$ cat config.mk
export PLATFORM = sky130hd
export DESIGN_NAME = ubd_bulk_ctrl
export DESIGN_NICKNAME = d
export VERILOG_FILES = /design/src/include/ubd_pkg.sv /design/src/rtl/ubd_decide.sv /design/src/rtl/ubd_avmm.sv /design/src/rtl/ubd_bulk_ctrl.sv
export VERILOG_INCLUDE_DIRS = /design/src /design/src/include
export SDC_FILE = /design/constraint.sdc
export NUM_CORES = 1
export LEC_CHECK = 0
export ABC_AREA = 1
export BUFFER_PORTS_ARGS = -buffer_cell sky130_fd_sc_hd__buf_2
export CORE_ASPECT_RATIO = 0.6
export CORE_MARGIN = 2
export CORE_UTILIZATION = 47
export DETAILED_ROUTE_END_ITERATION = 12
export PLACE_DENSITY = 0.88
export SLEW_MARGIN = 40
export SYNTH_ARGS = -nofsm -noshare
export SYNTH_HDL_FRONTEND = slang
export SYNTH_HIERARCHICAL = 1
export SYNTH_SLANG_ARGS = --single-unit
$ cat constraint.sdc
create_clock -name core_clk -period 1.9 [get_ports core_clk]
set_input_delay 0.095 -clock core_clk [delete_from_list [all_inputs] [get_ports core_clk]]
set_output_delay 0.095 -clock core_clk [all_outputs]
set_load 0.03 [all_outputs]
$ cat src/include/ubd_consts.svh
// Constants for the bulk double-buffer endpoint controller.
// Assumes inclusion by bare name from the include directory.
`ifndef UBD_CONSTS_SVH
`define UBD_CONSTS_SVH
// Byte offsets of the registers on the Avalon-MM slave.
`define UBD_OFS_EPCTRL 4'h0
`define UBD_OFS_STATUS 4'h4
`define UBD_OFS_RXLEN0 4'h8
`define UBD_OFS_RXLEN1 4'hc
// Bit positions inside the endpoint control register.
`define UBD_BIT_TX_STAT 4
`define UBD_BIT_TX_TOG 6
`define UBD_BIT_TX_DONE 7
`define UBD_BIT_KIND 8
`define UBD_BIT_TYPE 9
`define UBD_BIT_RX_STAT 12
`define UBD_BIT_RX_TOG 14
`define UBD_BIT_RX_DONE 15
// Reset values.
`define UBD_EPCTRL_RST 16'h0000
`define UBD_LEN_RST 10'h000
`endif

$ cat src/include/ubd_pkg.sv
// Types shared by the bulk double-buffer endpoint controller.
// Assumes the constants header is on the include path.
package ubd_pkg;
   // Endpoint status pair codes.
   typedef enum logic [1:0] {
      UBD_DISABLED = 2'h0,
      UBD_STALL = 2'h1,
      UBD_NAK = 2'h2,
      UBD_VALID = 2'h3
   } ubd_stat_t;
   // Handshake answered to a token.
   typedef enum logic [1:0] {
      UBD_HS_NONE = 2'h0,
      UBD_HS_ACK = 2'h1,
      UBD_HS_NAK = 2'h2,
      UBD_HS_STALL = 2'h3
   } ubd_hs_t;
   // Token from the link engine.
   typedef struct packed {
      logic isIn;
      logic valid;
   } ubd_token_t;
   // Transaction end report from the link engine.
   typedef struct packed {
      logic ok;
      logic valid;
      logic [9:0] count;
   } ubd_done_t;
endpackage

$ cat src/rtl/ubd_decide.sv
// Combinational status decision for one token.
// Assumes inputs from registers on the same clock.
`timescale 1ns/1ps
module ubd_decide (
   input wire ubd_pkg::ubd_stat_t stat,
   input wire logic dblActive,
   input wire logic devToggle,
   input wire logic appFlag,
   output logic [1:0] effStat,
   output logic useBuf
);
   import ubd_pkg::*;
   // The stored status is masked as NAK on a buffer conflict only when it is Valid.
   always_comb begin
      effStat = stat;
      if (dblActive && stat == UBD_VALID && devToggle == appFlag) begin
         effStat = UBD_NAK;
      end
      // A programmed non-Valid status always wins over the comparison.
      useBuf = (effStat == UBD_VALID);
   end
endmodule

$ cat src/rtl/ubd_avmm.sv
// Avalon-MM register slave front end, one wait state on each access.
// Assumes a master that holds its request until waitrequest is low.
`timescale 1ns/1ps
module ubd_avmm (
   input wire logic core_clk,
   input wire logic rst,
   input wire logic avsRead,
   input wire logic avsWrite,
   output logic avsWaitrequest,
   output logic accept
);
   logic ack_r; // Answer cycle marker.
   // Each request waits one cycle, then is taken on the following edge.
   always_ff @(posedge core_clk or posedge rst) begin
      if (rst) begin
         ack_r <= 1'b0;
      end else begin
         ack_r <= (avsRead || avsWrite) && !ack_r;
      end
   end
   assign avsWaitrequest = !ack_r;
   assign accept = ack_r && (avsRead || avsWrite);
endmodule

$ cat src/rtl/ubd_bulk_ctrl.sv
// Bulk double-buffer endpoint controller for one endpoint register.
// Assumes a link engine on core_clk that issues tokens and transaction ends.
// Function
// - Device buffer chosen by direction's toggle.
// - Other toggle is the application buffer flag.
// - Flag value picks descriptor pair.
// - Equal flags mask status to NAK.
// - First transaction uses normal status handling.
// - Transaction end sets direction done flag.
// - Transaction end toggles direction data toggle.
// - Active mode keeps status Valid at end.
// - Non-Valid programmed status always used.
// - Not-ready endpoint answers NAK.
// - Status codes: disabled, STALL, NAK, Valid.
// - Received count written back to descriptor.
//
// The placing of the registers and the Avalon-MM slave port were left to the implementer.
`timescale 1ns/1ps
`include "ubd_consts.svh"
module ubd_bulk_ctrl (
   input wire logic core_clk,
   input wire logic rst,
   input wire logic [3:0] avsAddress,
   input wire logic avsRead,
   input wire logic avsWrite,
   input wire logic [31:0] avsWritedata,
   input wire logic [3:0] avsByteenable,
   output logic [31:0] avsReaddata,
   output logic avsWaitrequest,
   input wire ubd_pkg::ubd_token_t token,
   input wire ubd_pkg::ubd_done_t done,
   output ubd_pkg::ubd_hs_t handshake,
   output logic bufSel,
   output logic bufUse
);
   import ubd_pkg::*;

   logic accept; // Register access taken this cycle.
   logic wrEn; // Write taken with the low lanes enabled.
   logic [1:0] rxStat_r; // Receive status pair.
   logic [1:0] txStat_r; // Transmit status pair.
   logic rxTog_r; // Receive toggle, bit 14.
   logic txTog_r; // Transmit toggle, bit 6.
   logic rxDone_r; // Receive correct-transfer flag.
   logic txDone_r; // Transmit correct-transfer flag.
   logic kind_r; // Endpoint kind bit, double-buffer mode for bulk.
   logic [1:0] type_r; // Endpoint type field.
   logic dblActive_r; // Special flow control armed after first end.
   logic curIn_r; // Direction of the transaction in progress.
   logic [9:0] rxLen0_r; // Received count for descriptor pair 0.
   logic [9:0] rxLen1_r; // Received count for descriptor pair 1.
   logic [31:0] readdata_r; // Registered read data.
   logic dblMode; // Bulk type with kind bit set.
   logic isRxEp; // Endpoint enabled for reception.
   logic [1:0] dirStat; // Stored status of the token's direction.
   logic devTog; // Device toggle of the token's direction.
   logic appFlag; // Application flag of the token's direction.
   logic [1:0] effStat; // Status after conflict masking.
   logic useBuf; // Token will use a buffer.
   logic doneOk; // Successful transaction end.
   logic [15:0] wd; // Low half of write data.

   assign dblMode = (type_r == 2'h0) && kind_r;
   assign isRxEp = (rxStat_r != 2'h0);
   assign wd = avsWritedata[15:0];
   assign wrEn = accept && avsWrite && avsByteenable[0] && avsByteenable[1];
   assign doneOk = done.valid && done.ok;

   // Bus handshake with one wait state.
   ubd_avmm uAvmm (
      .core_clk(core_clk),
      .rst(rst),
      .avsRead(avsRead),
      .avsWrite(avsWrite),
      .avsWaitrequest(avsWaitrequest),
      .accept(accept)
   );

   // Pick status and toggles by token direction; rx toggle for rx, tx toggle for tx.
   always_comb begin
      if (token.isIn) begin
         dirStat = txStat_r;
         devTog = txTog_r;
         appFlag = rxTog_r;
      end else begin
         dirStat = rxStat_r;
         devTog = rxTog_r;
         appFlag = txTog_r;
      end
   end

   // Conflict masking and override.
   ubd_decide uDecide (
      .stat(ubd_stat_t'(dirStat)),
      .dblActive(dblActive_r && dblMode),
      .devToggle(devTog),
      .appFlag(appFlag),
      .effStat(effStat),
      .useBuf(useBuf)
   );

   // Handshake from the effective status code.
   always_comb begin
      handshake = UBD_HS_NONE;
      if (token.valid) begin
         unique case (ubd_stat_t'(effStat))
            UBD_DISABLED: handshake = UBD_HS_NONE;
            UBD_STALL: handshake = UBD_HS_STALL;
            UBD_NAK: handshake = UBD_HS_NAK;
            UBD_VALID: handshake = UBD_HS_ACK;
         endcase
      end
   end

   // Buffer select outputs; toggle value names the descriptor pair.
   always_comb begin
      bufSel = devTog;
      bufUse = token.valid && useBuf;
   end

   // Remember direction of the accepted token.
   always_ff @(posedge core_clk or posedge rst) begin
      if (rst) begin
         curIn_r <= 1'b0;
      end else if (token.valid && useBuf) begin
         curIn_r <= token.isIn;
      end
   end

   // Mode, type and status fields; status Valid stays at end once active.
   always_ff @(posedge core_clk or posedge rst) begin
      if (rst) begin
         type_r <= 2'h0;
         kind_r <= 1'b0;
         rxStat_r <= 2'h0;
         txStat_r <= 2'h0;
      end else begin
         if (wrEn) begin
            type_r <= wd[`UBD_BIT_TYPE +: 2];
            kind_r <= wd[`UBD_BIT_KIND];
            rxStat_r <= wd[`UBD_BIT_RX_STAT +: 2];
            txStat_r <= wd[`UBD_BIT_TX_STAT +: 2];
         end else if (doneOk && !(dblActive_r && dblMode)) begin
            // Normal handling switches the finished direction to NAK.
            if (curIn_r) begin
               txStat_r <= 2'h2;
            end else begin
               rxStat_r <= 2'h2;
            end
         end
         // With flow control active the status is left as written.
      end
   end

   // Double-buffer flow control arms at the first end in mode, drops with mode.
   always_ff @(posedge core_clk or posedge rst) begin
      if (rst) begin
         dblActive_r <= 1'b0;
      end else if (!dblMode) begin
         dblActive_r <= 1'b0;
      end else if (doneOk) begin
         dblActive_r <= 1'b1;
      end
   end

   // Toggles: a written one inverts, hardware toggles at end in the same cycle.
   always_ff @(posedge core_clk or posedge rst) begin
      if (rst) begin
         rxTog_r <= 1'b0;
         txTog_r <= 1'b0;
      end else begin
         rxTog_r <= rxTog_r ^ (wrEn && wd[`UBD_BIT_RX_TOG])
            ^ (doneOk && !curIn_r);
         txTog_r <= txTog_r ^ (wrEn && wd[`UBD_BIT_TX_TOG])
            ^ (doneOk && curIn_r);
      end
   end

   // Done flags: writing zero clears, a new end in the same cycle wins.
   always_ff @(posedge core_clk or posedge rst) begin
      if (rst) begin
         rxDone_r <= 1'b0;
         txDone_r <= 1'b0;
      end else begin
         rxDone_r <= (doneOk && !curIn_r)
            || (rxDone_r && !(wrEn && !wd[`UBD_BIT_RX_DONE]));
         txDone_r <= (doneOk && curIn_r)
            || (txDone_r && !(wrEn && !wd[`UBD_BIT_TX_DONE]));
      end
   end

   // Received count into the active descriptor pair.
   always_ff @(posedge core_clk or posedge rst) begin
      if (rst) begin
         rxLen0_r <= `UBD_LEN_RST;
         rxLen1_r <= `UBD_LEN_RST;
      end else if (doneOk && !curIn_r) begin
         if (rxTog_r) begin
            rxLen1_r <= done.count;
         end else begin
            rxLen0_r <= done.count;
         end
      end
   end

   // Read data mux, loaded in the wait cycle so the data stand at the edge where
   // waitrequest is low; unmapped addresses read zero.
   always_ff @(posedge core_clk or posedge rst) begin
      if (rst) begin
         readdata_r <= 32'h0000_0000;
      end else if (avsRead && avsWaitrequest) begin
         unique case (avsAddress)
            `UBD_OFS_EPCTRL: readdata_r <= {16'h0000, rxDone_r, rxTog_r, rxStat_r,
               1'b0, type_r, kind_r, txDone_r, txTog_r, txStat_r, 4'h0};
            `UBD_OFS_STATUS: readdata_r <= {30'h0000_0000, isRxEp, dblActive_r};
            `UBD_OFS_RXLEN0: readdata_r <= {22'h00_0000, rxLen0_r};
            `UBD_OFS_RXLEN1: readdata_r <= {22'h00_0000, rxLen1_r};
            default: readdata_r <= 32'h0000_0000;
         endcase
      end
   end
   assign avsReaddata = readdata_r;

   // Equal toggles in active mode with Valid status must answer NAK.
   a_conflict_nak: assert property (@(posedge core_clk) disable iff (rst)
      (token.valid && dblActive_r && dblMode && dirStat == 2'h3 && devTog == appFlag)
      |-> (handshake == UBD_HS_NAK && !bufUse)) else $error("conflict not NAKed");
   // A programmed STALL status is returned as a STALL handshake.
   a_override_stat: assert property (@(posedge core_clk) disable iff (rst)
      (token.valid && dirStat == 2'h1) |-> handshake == UBD_HS_STALL)
      else $error("override ignored");
   // Status stays Valid across an end once active.
   a_valid_kept: assert property (@(posedge core_clk) disable iff (rst)
      (doneOk && dblActive_r && dblMode && !wrEn && rxStat_r == 2'h3)
      |=> rxStat_r == 2'h3) else $error("status changed at end");
   // End before activation moves status to NAK.
   a_first_nak: assert property (@(posedge core_clk) disable iff (rst)
      (doneOk && !dblActive_r && !wrEn && !curIn_r) |=> rxStat_r == 2'h2)
      else $error("first end not NAK");
   // End toggles the direction's toggle.
   a_end_toggle: assert property (@(posedge core_clk) disable iff (rst)
      (doneOk && !curIn_r && !wrEn) |=> rxTog_r != $past(rxTog_r))
      else $error("toggle not flipped");
   // End sets the done flag even against a clear.
   a_done_set: assert property (@(posedge core_clk) disable iff (rst)
      (doneOk && curIn_r) |=> txDone_r) else $error("done flag lost");
   // Writing one flips the application flag.
   a_write_flip: assert property (@(posedge core_clk) disable iff (rst)
      (wrEn && wd[`UBD_BIT_TX_TOG] && !(doneOk && curIn_r)) |=> txTog_r != $past(txTog_r))
      else $error("write toggle failed");
   // Count lands in the selected descriptor.
   a_count_wb: assert property (@(posedge core_clk) disable iff (rst)
      (doneOk && !curIn_r && !rxTog_r) |=> rxLen0_r == $past(done.count))
      else $error("count not stored");
   // Buffer select follows the direction's toggle.
   a_buf_sel: assert property (@(posedge core_clk) disable iff (rst)
      (token.valid && !token.isIn) |-> bufSel == rxTog_r) else $error("wrong buffer");
   // NAK status gives NAK handshake.
   a_nak_hs: assert property (@(posedge core_clk) disable iff (rst)
      (token.valid && effStat == 2'h2) |-> handshake == UBD_HS_NAK)
      else $error("no NAK");
endmodule

======== Word-level counts from Yosys, hierarchy flattened ========
Index checks and enable logic that the tools add are counted.
storage, ports and cells
  register bits after elaboration ......... 66
  latch bits .............................. 0
  memory bits (writable) .................. 0
  ROM bits ................................ 0
  input port bits ......................... 58
  word-level logic and storage cells ...... 85
  memories kept ........................... 0
cells by class
  add/sub/neg operators ................... 0
  multipliers ............................. 0
  div/mod/pow operators ................... 0
  order comparisons ....................... 0
  equal/unequal tests ..................... 10
  shift-type cells ........................ 0
  mux-type cells .......................... 15
  bitwise logic cells ..................... 5
  reduce and logical (&&, ||, !) cells .... 41
operators with widths
  kind                  count
  $pmux W16 S4          1
  $logic_and A1 B1 Y1   21
  $mux W2               9
  $eq A4 B4 Y1 const B  2
  $pmux W2 S4           1
  $reduce_and A2 Y1     4
  $logic_not A1 Y1      7
  $eq A2 B2 Y1 const B  3
  $reduce_bool A2 Y1    3
  $eq A4 B3 Y1 const B  1
  $logic_not A2 Y1      2
  $logic_not A4 Y1      1
  $mux W1               4
  $xor A1 B1 Y1         4
  $logic_or A1 B1 Y1    3
  $eq A2 B1 Y1 const B  1
  $ne A2 B1 Y1 const B  1
  $ne A2 B2 Y1 const B  1
  $eq A1 B1 Y1          1
  $not A1 Y1            1

======== Depth between registers and ports, before layout ========
  word-level depth ........................ 9
  gate-level depth with buffers ........... 12
  mapped depth without buffers ............ 12

======== Hierarchy ========
Netlist, hierarchy kept.
by module, submodules not included
  module         instances  cells each  area each (um^2)
  ubd_bulk_ctrl  1          306         2441.1
  ubd_decide     1          12          56.3
  ubd_avmm       1          6           43.8

======== Least setup slack after synthesis ========
OpenSTA, ideal clock, no wires.
  path type ............................... reg2out
  start ................................... register rxTog_r
  end ..................................... output port handshake[1]
  arrival ................................. 2.288 ns
  required time ........................... 1.805 ns
  path slack .............................. -0.483 ns
  cell stages (with the launch flop) ...... 10
  cell sequence ........................... dfrtp_1 > inv_1 > o21ai_0 > inv_1 > nand2_1 > nand3_2 > nand2_2 > inv_2 > ha_1 > nor2_1
between the ends
  cells in the longest elaborated chain, start to end .. 7
  elaborated cells on any way between the ends .. 11
RTL lines
  what                                  RTL line              RTL
  start, declared                       ubd_bulk_ctrl.sv:42   logic rxTog_r;
  start signal, assigned                ubd_bulk_ctrl.sv:172  rxTog_r <= rxTog_r ^ (wrEn && wd[`UBD_BIT_RX_TOG])
  $mux W1 *                             ubd_bulk_ctrl.sv:81   if (token.isIn) begin
  named net bufSel                      ubd_bulk_ctrl.sv:33   output logic bufSel,
  $eq A1 B1 Y1 *                        ubd_decide.sv:16      if (dblActive && stat == UBD_VALID && devToggle == appFlag) begin
  $logic_and A1 B1 Y1 *                 ubd_decide.sv:16
  $mux W2 *                             ubd_decide.sv:16
  named net effStat[0]                  ubd_bulk_ctrl.sv:58   logic [1:0] effStat;
  $eq A2 B2 Y1 (tied with other cells)  ubd_bulk_ctrl.sv:106  unique case (ubd_stat_t'(effStat))
  $pmux W2 S4 *                         ubd_bulk_ctrl.sv:106
  $mux W2 *                             ubd_bulk_ctrl.sv:105  if (token.valid) begin
  end, declared                         ubd_bulk_ctrl.sv:32   output ubd_pkg::ubd_hs_t handshake,
Mark *: on every way through the listed nets, which the timed path passes. The rest lies on a longest branch.

======== Final worst setup path ========
  start ................................... register type_r[1]
  end ..................................... output port handshake[0]
between the ends
  cells in the longest elaborated chain, start to end .. 9
  elaborated cells on any way between the ends .. 12
RTL lines
  what                                  RTL line              RTL
  start, declared                       ubd_bulk_ctrl.sv:47   logic [1:0] type_r;
  start signal, assigned                ubd_bulk_ctrl.sv:139  type_r <= wd[`UBD_BIT_TYPE +: 2];
  $logic_not A2 Y1 *                    ubd_bulk_ctrl.sv:63   assign dblMode = (type_r == 2'h0) && kind_r;
  $logic_and A1 B1 Y1 *                 ubd_bulk_ctrl.sv:63
  $logic_and A1 B1 Y1 *                 ubd_bulk_ctrl.sv:95   .dblActive(dblActive_r && dblMode),
  $logic_and A1 B1 Y1 * (2 in series)   ubd_decide.sv:16
  $mux W2 *                             ubd_decide.sv:16
  named net effStat[0]                  ubd_bulk_ctrl.sv:58
  $eq A2 B2 Y1 (tied with other cells)  ubd_bulk_ctrl.sv:106
  $pmux W2 S4 *                         ubd_bulk_ctrl.sv:106
  $mux W2 *                             ubd_bulk_ctrl.sv:105
Marked as above.

==> flow_summary.json <==
{
  "routed_wl_um": 5990,
  "slew_viol_final": 0,
  "fmax_mhz": 510,
  "ys_seq_area_share_pct": 48.3,
  "rsz0062_at_grt": "yes",
  "cts_tree": "yes",
  "ios": 95,
  "worst_clock_skew_ns": 0.00554,
  "violations": "negative setup slack",
  "crit_path_end_kind": "output pin",
  "crit_arrival_ns": 1.87,
  "total_power_mw": 3.33,
  "holdPathStages": 3,
  "drv_cap": 0,
  "p_per_area_nw_per_um2": 1090,
  "fin_ws_ns": -0.0624,
  "cp-start-kind": "flip-flop",
  "crit_type": "flip-flop to output pin",
  "drtPass1Iterations": 4,
  "holdWs_ns": 0.00368,
  "worstHoldEndpoint": "type_r[0]",
  "layout_min_cycle_time_ns": 1.96,
  "crit_chain": "nor2_4, nand3_2, inv_2, nand2_2, inv_2, nand3_2, nand2_2, inv_4, ha_4, nor2_2, nor2_1, buf_4",
  "area_growth_pct": 19.7,
  "htree_levels": 2,
  "dp_hpwl_um": 4190,
  "drt_iter0_markers": 145,
  "critical-path-top-delay-family": "simple AND/OR/NAND/NOR gates",
  "worstSkewPairLatency_ns": 0.30,
  "cts_buffer_depth": 2,
  "clockRootBuffer": "clkbuf_8",
  "antenna_cells": 0,
  "synth-seq-cells": 49,
  "yosysUniqueCellTypes": 23,
  "slowest_stage": "dfrtp_1",
  "critPathRequiredTime_ns": 1.80,
  "path_max_fanout": 2,
  "ant_nets": 0,
  "cp_num_buf_inv": 4,
  "gp_congestion": 0.832,
  "crit-reg2reg-launch": "type_r[1]",
  "drc": 0,
  "path_clk_slew_ns": 0.09,
  "reg2regPathDepth": 13,
  "yosysWarnings": 6,
  "hold_violations": 0,
  "leakage_nw": 1.69,
  "wl_per_cell_um": 13.2,
  "drive_gt1_share_pct": 27.6,
  "tightestPinTransition_ns": 0.615,
  "fin_util_pct": 59.3,
  "netlist_instances": 324,
  "outcome": "finished, violations left",
  "final_nets": 447,
  "reg2reg_slack_ns": 0.35,
  "port_buffers": 54,
  "via_per_inst": 4.97,
  "slowest_delay_ns": 0.42,
  "synthTopCellsByArea": "dfrtp_1 (48%), nand2_1 (16%), nand3_1 (8.3%)",
  "synth.largest_area_cell": "dfrtp_1",
  "start_util_pct": 49.5,
  "overflow": 0,
  "cts_inserted_buffers": 5,
  "clkSinkCount": 49,
  "antenna_found_initial": 0,
  "setup_viol": 2,
  "grt_pass1_vias": 2076,
  "die_w_um": 98.9,
  "grt_pass1_wl_um": 9670,
  "regToRegEndpoint": "curIn_r",
  "min_path_type": "input port to flip-flop",
  "finalCritPeriodShare_pct": 103,
  "die-area_sq_um": 6030,
  "relSlewSlack_pct": 58.9,
  "synth_top_area_share_pct": 48.3,
  "die_h_um": 61.0,
  "row_count": 20,
  "netlist_area_sq_um": 2540,
  "peakVddDrop_mv": 0.372,
  "grtUsageTotal_pct": 21.0,
  "grt_max_degree": 49,
  "avgSynthCellArea_sq_um": 7.84,
  "vias": 2255,
  "min_from": "avsWritedata[9]",
  "coreArea_sq_um": 5130
}
[stage by stage]
| stage | cells | setup WS (ns) | TNS [ns] | instance area (sq um) |
|---|---|---|---|---|
| 2_1_floorplan | 340 | 0.111 | 0 | 2610 |
| 5_1_grt | 454 | -0.0932 | -0.232 | 3040 |
| 6_report | 454 | -0.0624 | -0.105 | 3040 |
| 3_5_place_dp | 435 | 0.0831 | 0 | 2800 |
| 3_3_place_gp | 435 | 0.175 | 0 | 2800 |
| 4_1_cts | 450 | 0.00345 | 0 | 2990 |
[synthesized netlist by cell type]
master,number
inv_1,28
clkinv_2,1
nand3_2,1
inv_2,5
clkbuf_1,2
nor2_2,3
nor2_1,10
clkbuf_2,1
dfrtp_1,49
o21ai_1,23
buf_2,8
o21ai_0,6
nand4_1,2
nand2_1,109
ha_1,2
buf_6,2
nor2_4,2
conb_1,1
nand3_1,42
buf_4,18
o31ai_2,4
or2_0,2
nand2_2,3
[placed cells by master (no fill, tap or decap), drive strengths merged]
master / instances
o21ai: 29
dlygate4sd3: 3
clkbuf: 6
nand4: 2
or2: 2
nor2: 15
inv: 32
conb: 17
buf: 68
nand3: 43
o31ai: 4
ha: 2
dfrtp: 49
nand2: 112
clkinv: 4
[area by class of cell]
type,instances,area (sq um)
fillers,442,2090
flip-flops and latches,49,1230
well taps,66,82.6
clock buffers,6,72.6
repair buffers,71,417
multi-input cells,226,1100
inverters,34,131
clock inverters,2,10.0
[per-layer routing]
metal  vias to the layer above  GRT usage, %  part of all wire, %
met1                      1020          29.7                   46
met5                         -             0                    0
met4                         0          8.81                  2.4
met3                        19          3.69                  8.3
met2                       105          32.7                   44
li1                       1111             -                    -
[worst max path at each step]
stage	end	from	cells past startpoint
final	handshake[0]	type_r[1]	12
after global placement	handshake[1]	type_r[0]	11
after global routing	handshake[0]	type_r[1]	12
after floorplan	handshake[1]	rxTog_r	9
after CTS	handshake[1]	type_r[0]	11
after detailed placement	handshake[1]	type_r[0]	11
[worst min-delay path: stages]
cell	delay, ns
buf_2	0.08
nand2_1	0.04
nand2_1	0.06
[kinds of logic after synthesis]
logic type / count (synthesis) / synth area share [%]
DFF: 49 / 48.3
other: 1 / 0.148
and+or+nand+nor: 174 / 29.6
adders and majority gates: 2 / 0.985
buffers and inverters: 65 / 13.3
AOI/OAI and AO/OA: 33 / 7.68
[power breakdown]
part	switching, mW	leakage (nW)	internal [mW]
Sequential	0.236	0.626	1.37
Clock	0.336	0.0450	0.256
Combinational	0.710	1.02	0.426
Total	1.28	1.69	2.05
[timing repair]
| item | 4_1_cts | 5_1_grt |
|---|---|---|
| setup endpoints to repair | 2 | 3 |
| gates resized for setup | 13 | 10 |
| hold buffers | 3 | 0 |
| pin swaps | 4 | 5 |
| gates cloned | 0 | 0 |
| setup buffers | 4 | 4 |
| endpoints found under the hold margin | 51 | 0 |
[registers in the layout, indices dropped and copies added, names as in the netlist, 2 cells and up]
signal / cells
avsReaddata: 15
rxLen0_r: 10
rxLen1_r: 10
rxStat_r: 2
txStat_r: 2
type_r: 2
(Power assumes the default switching activity.)
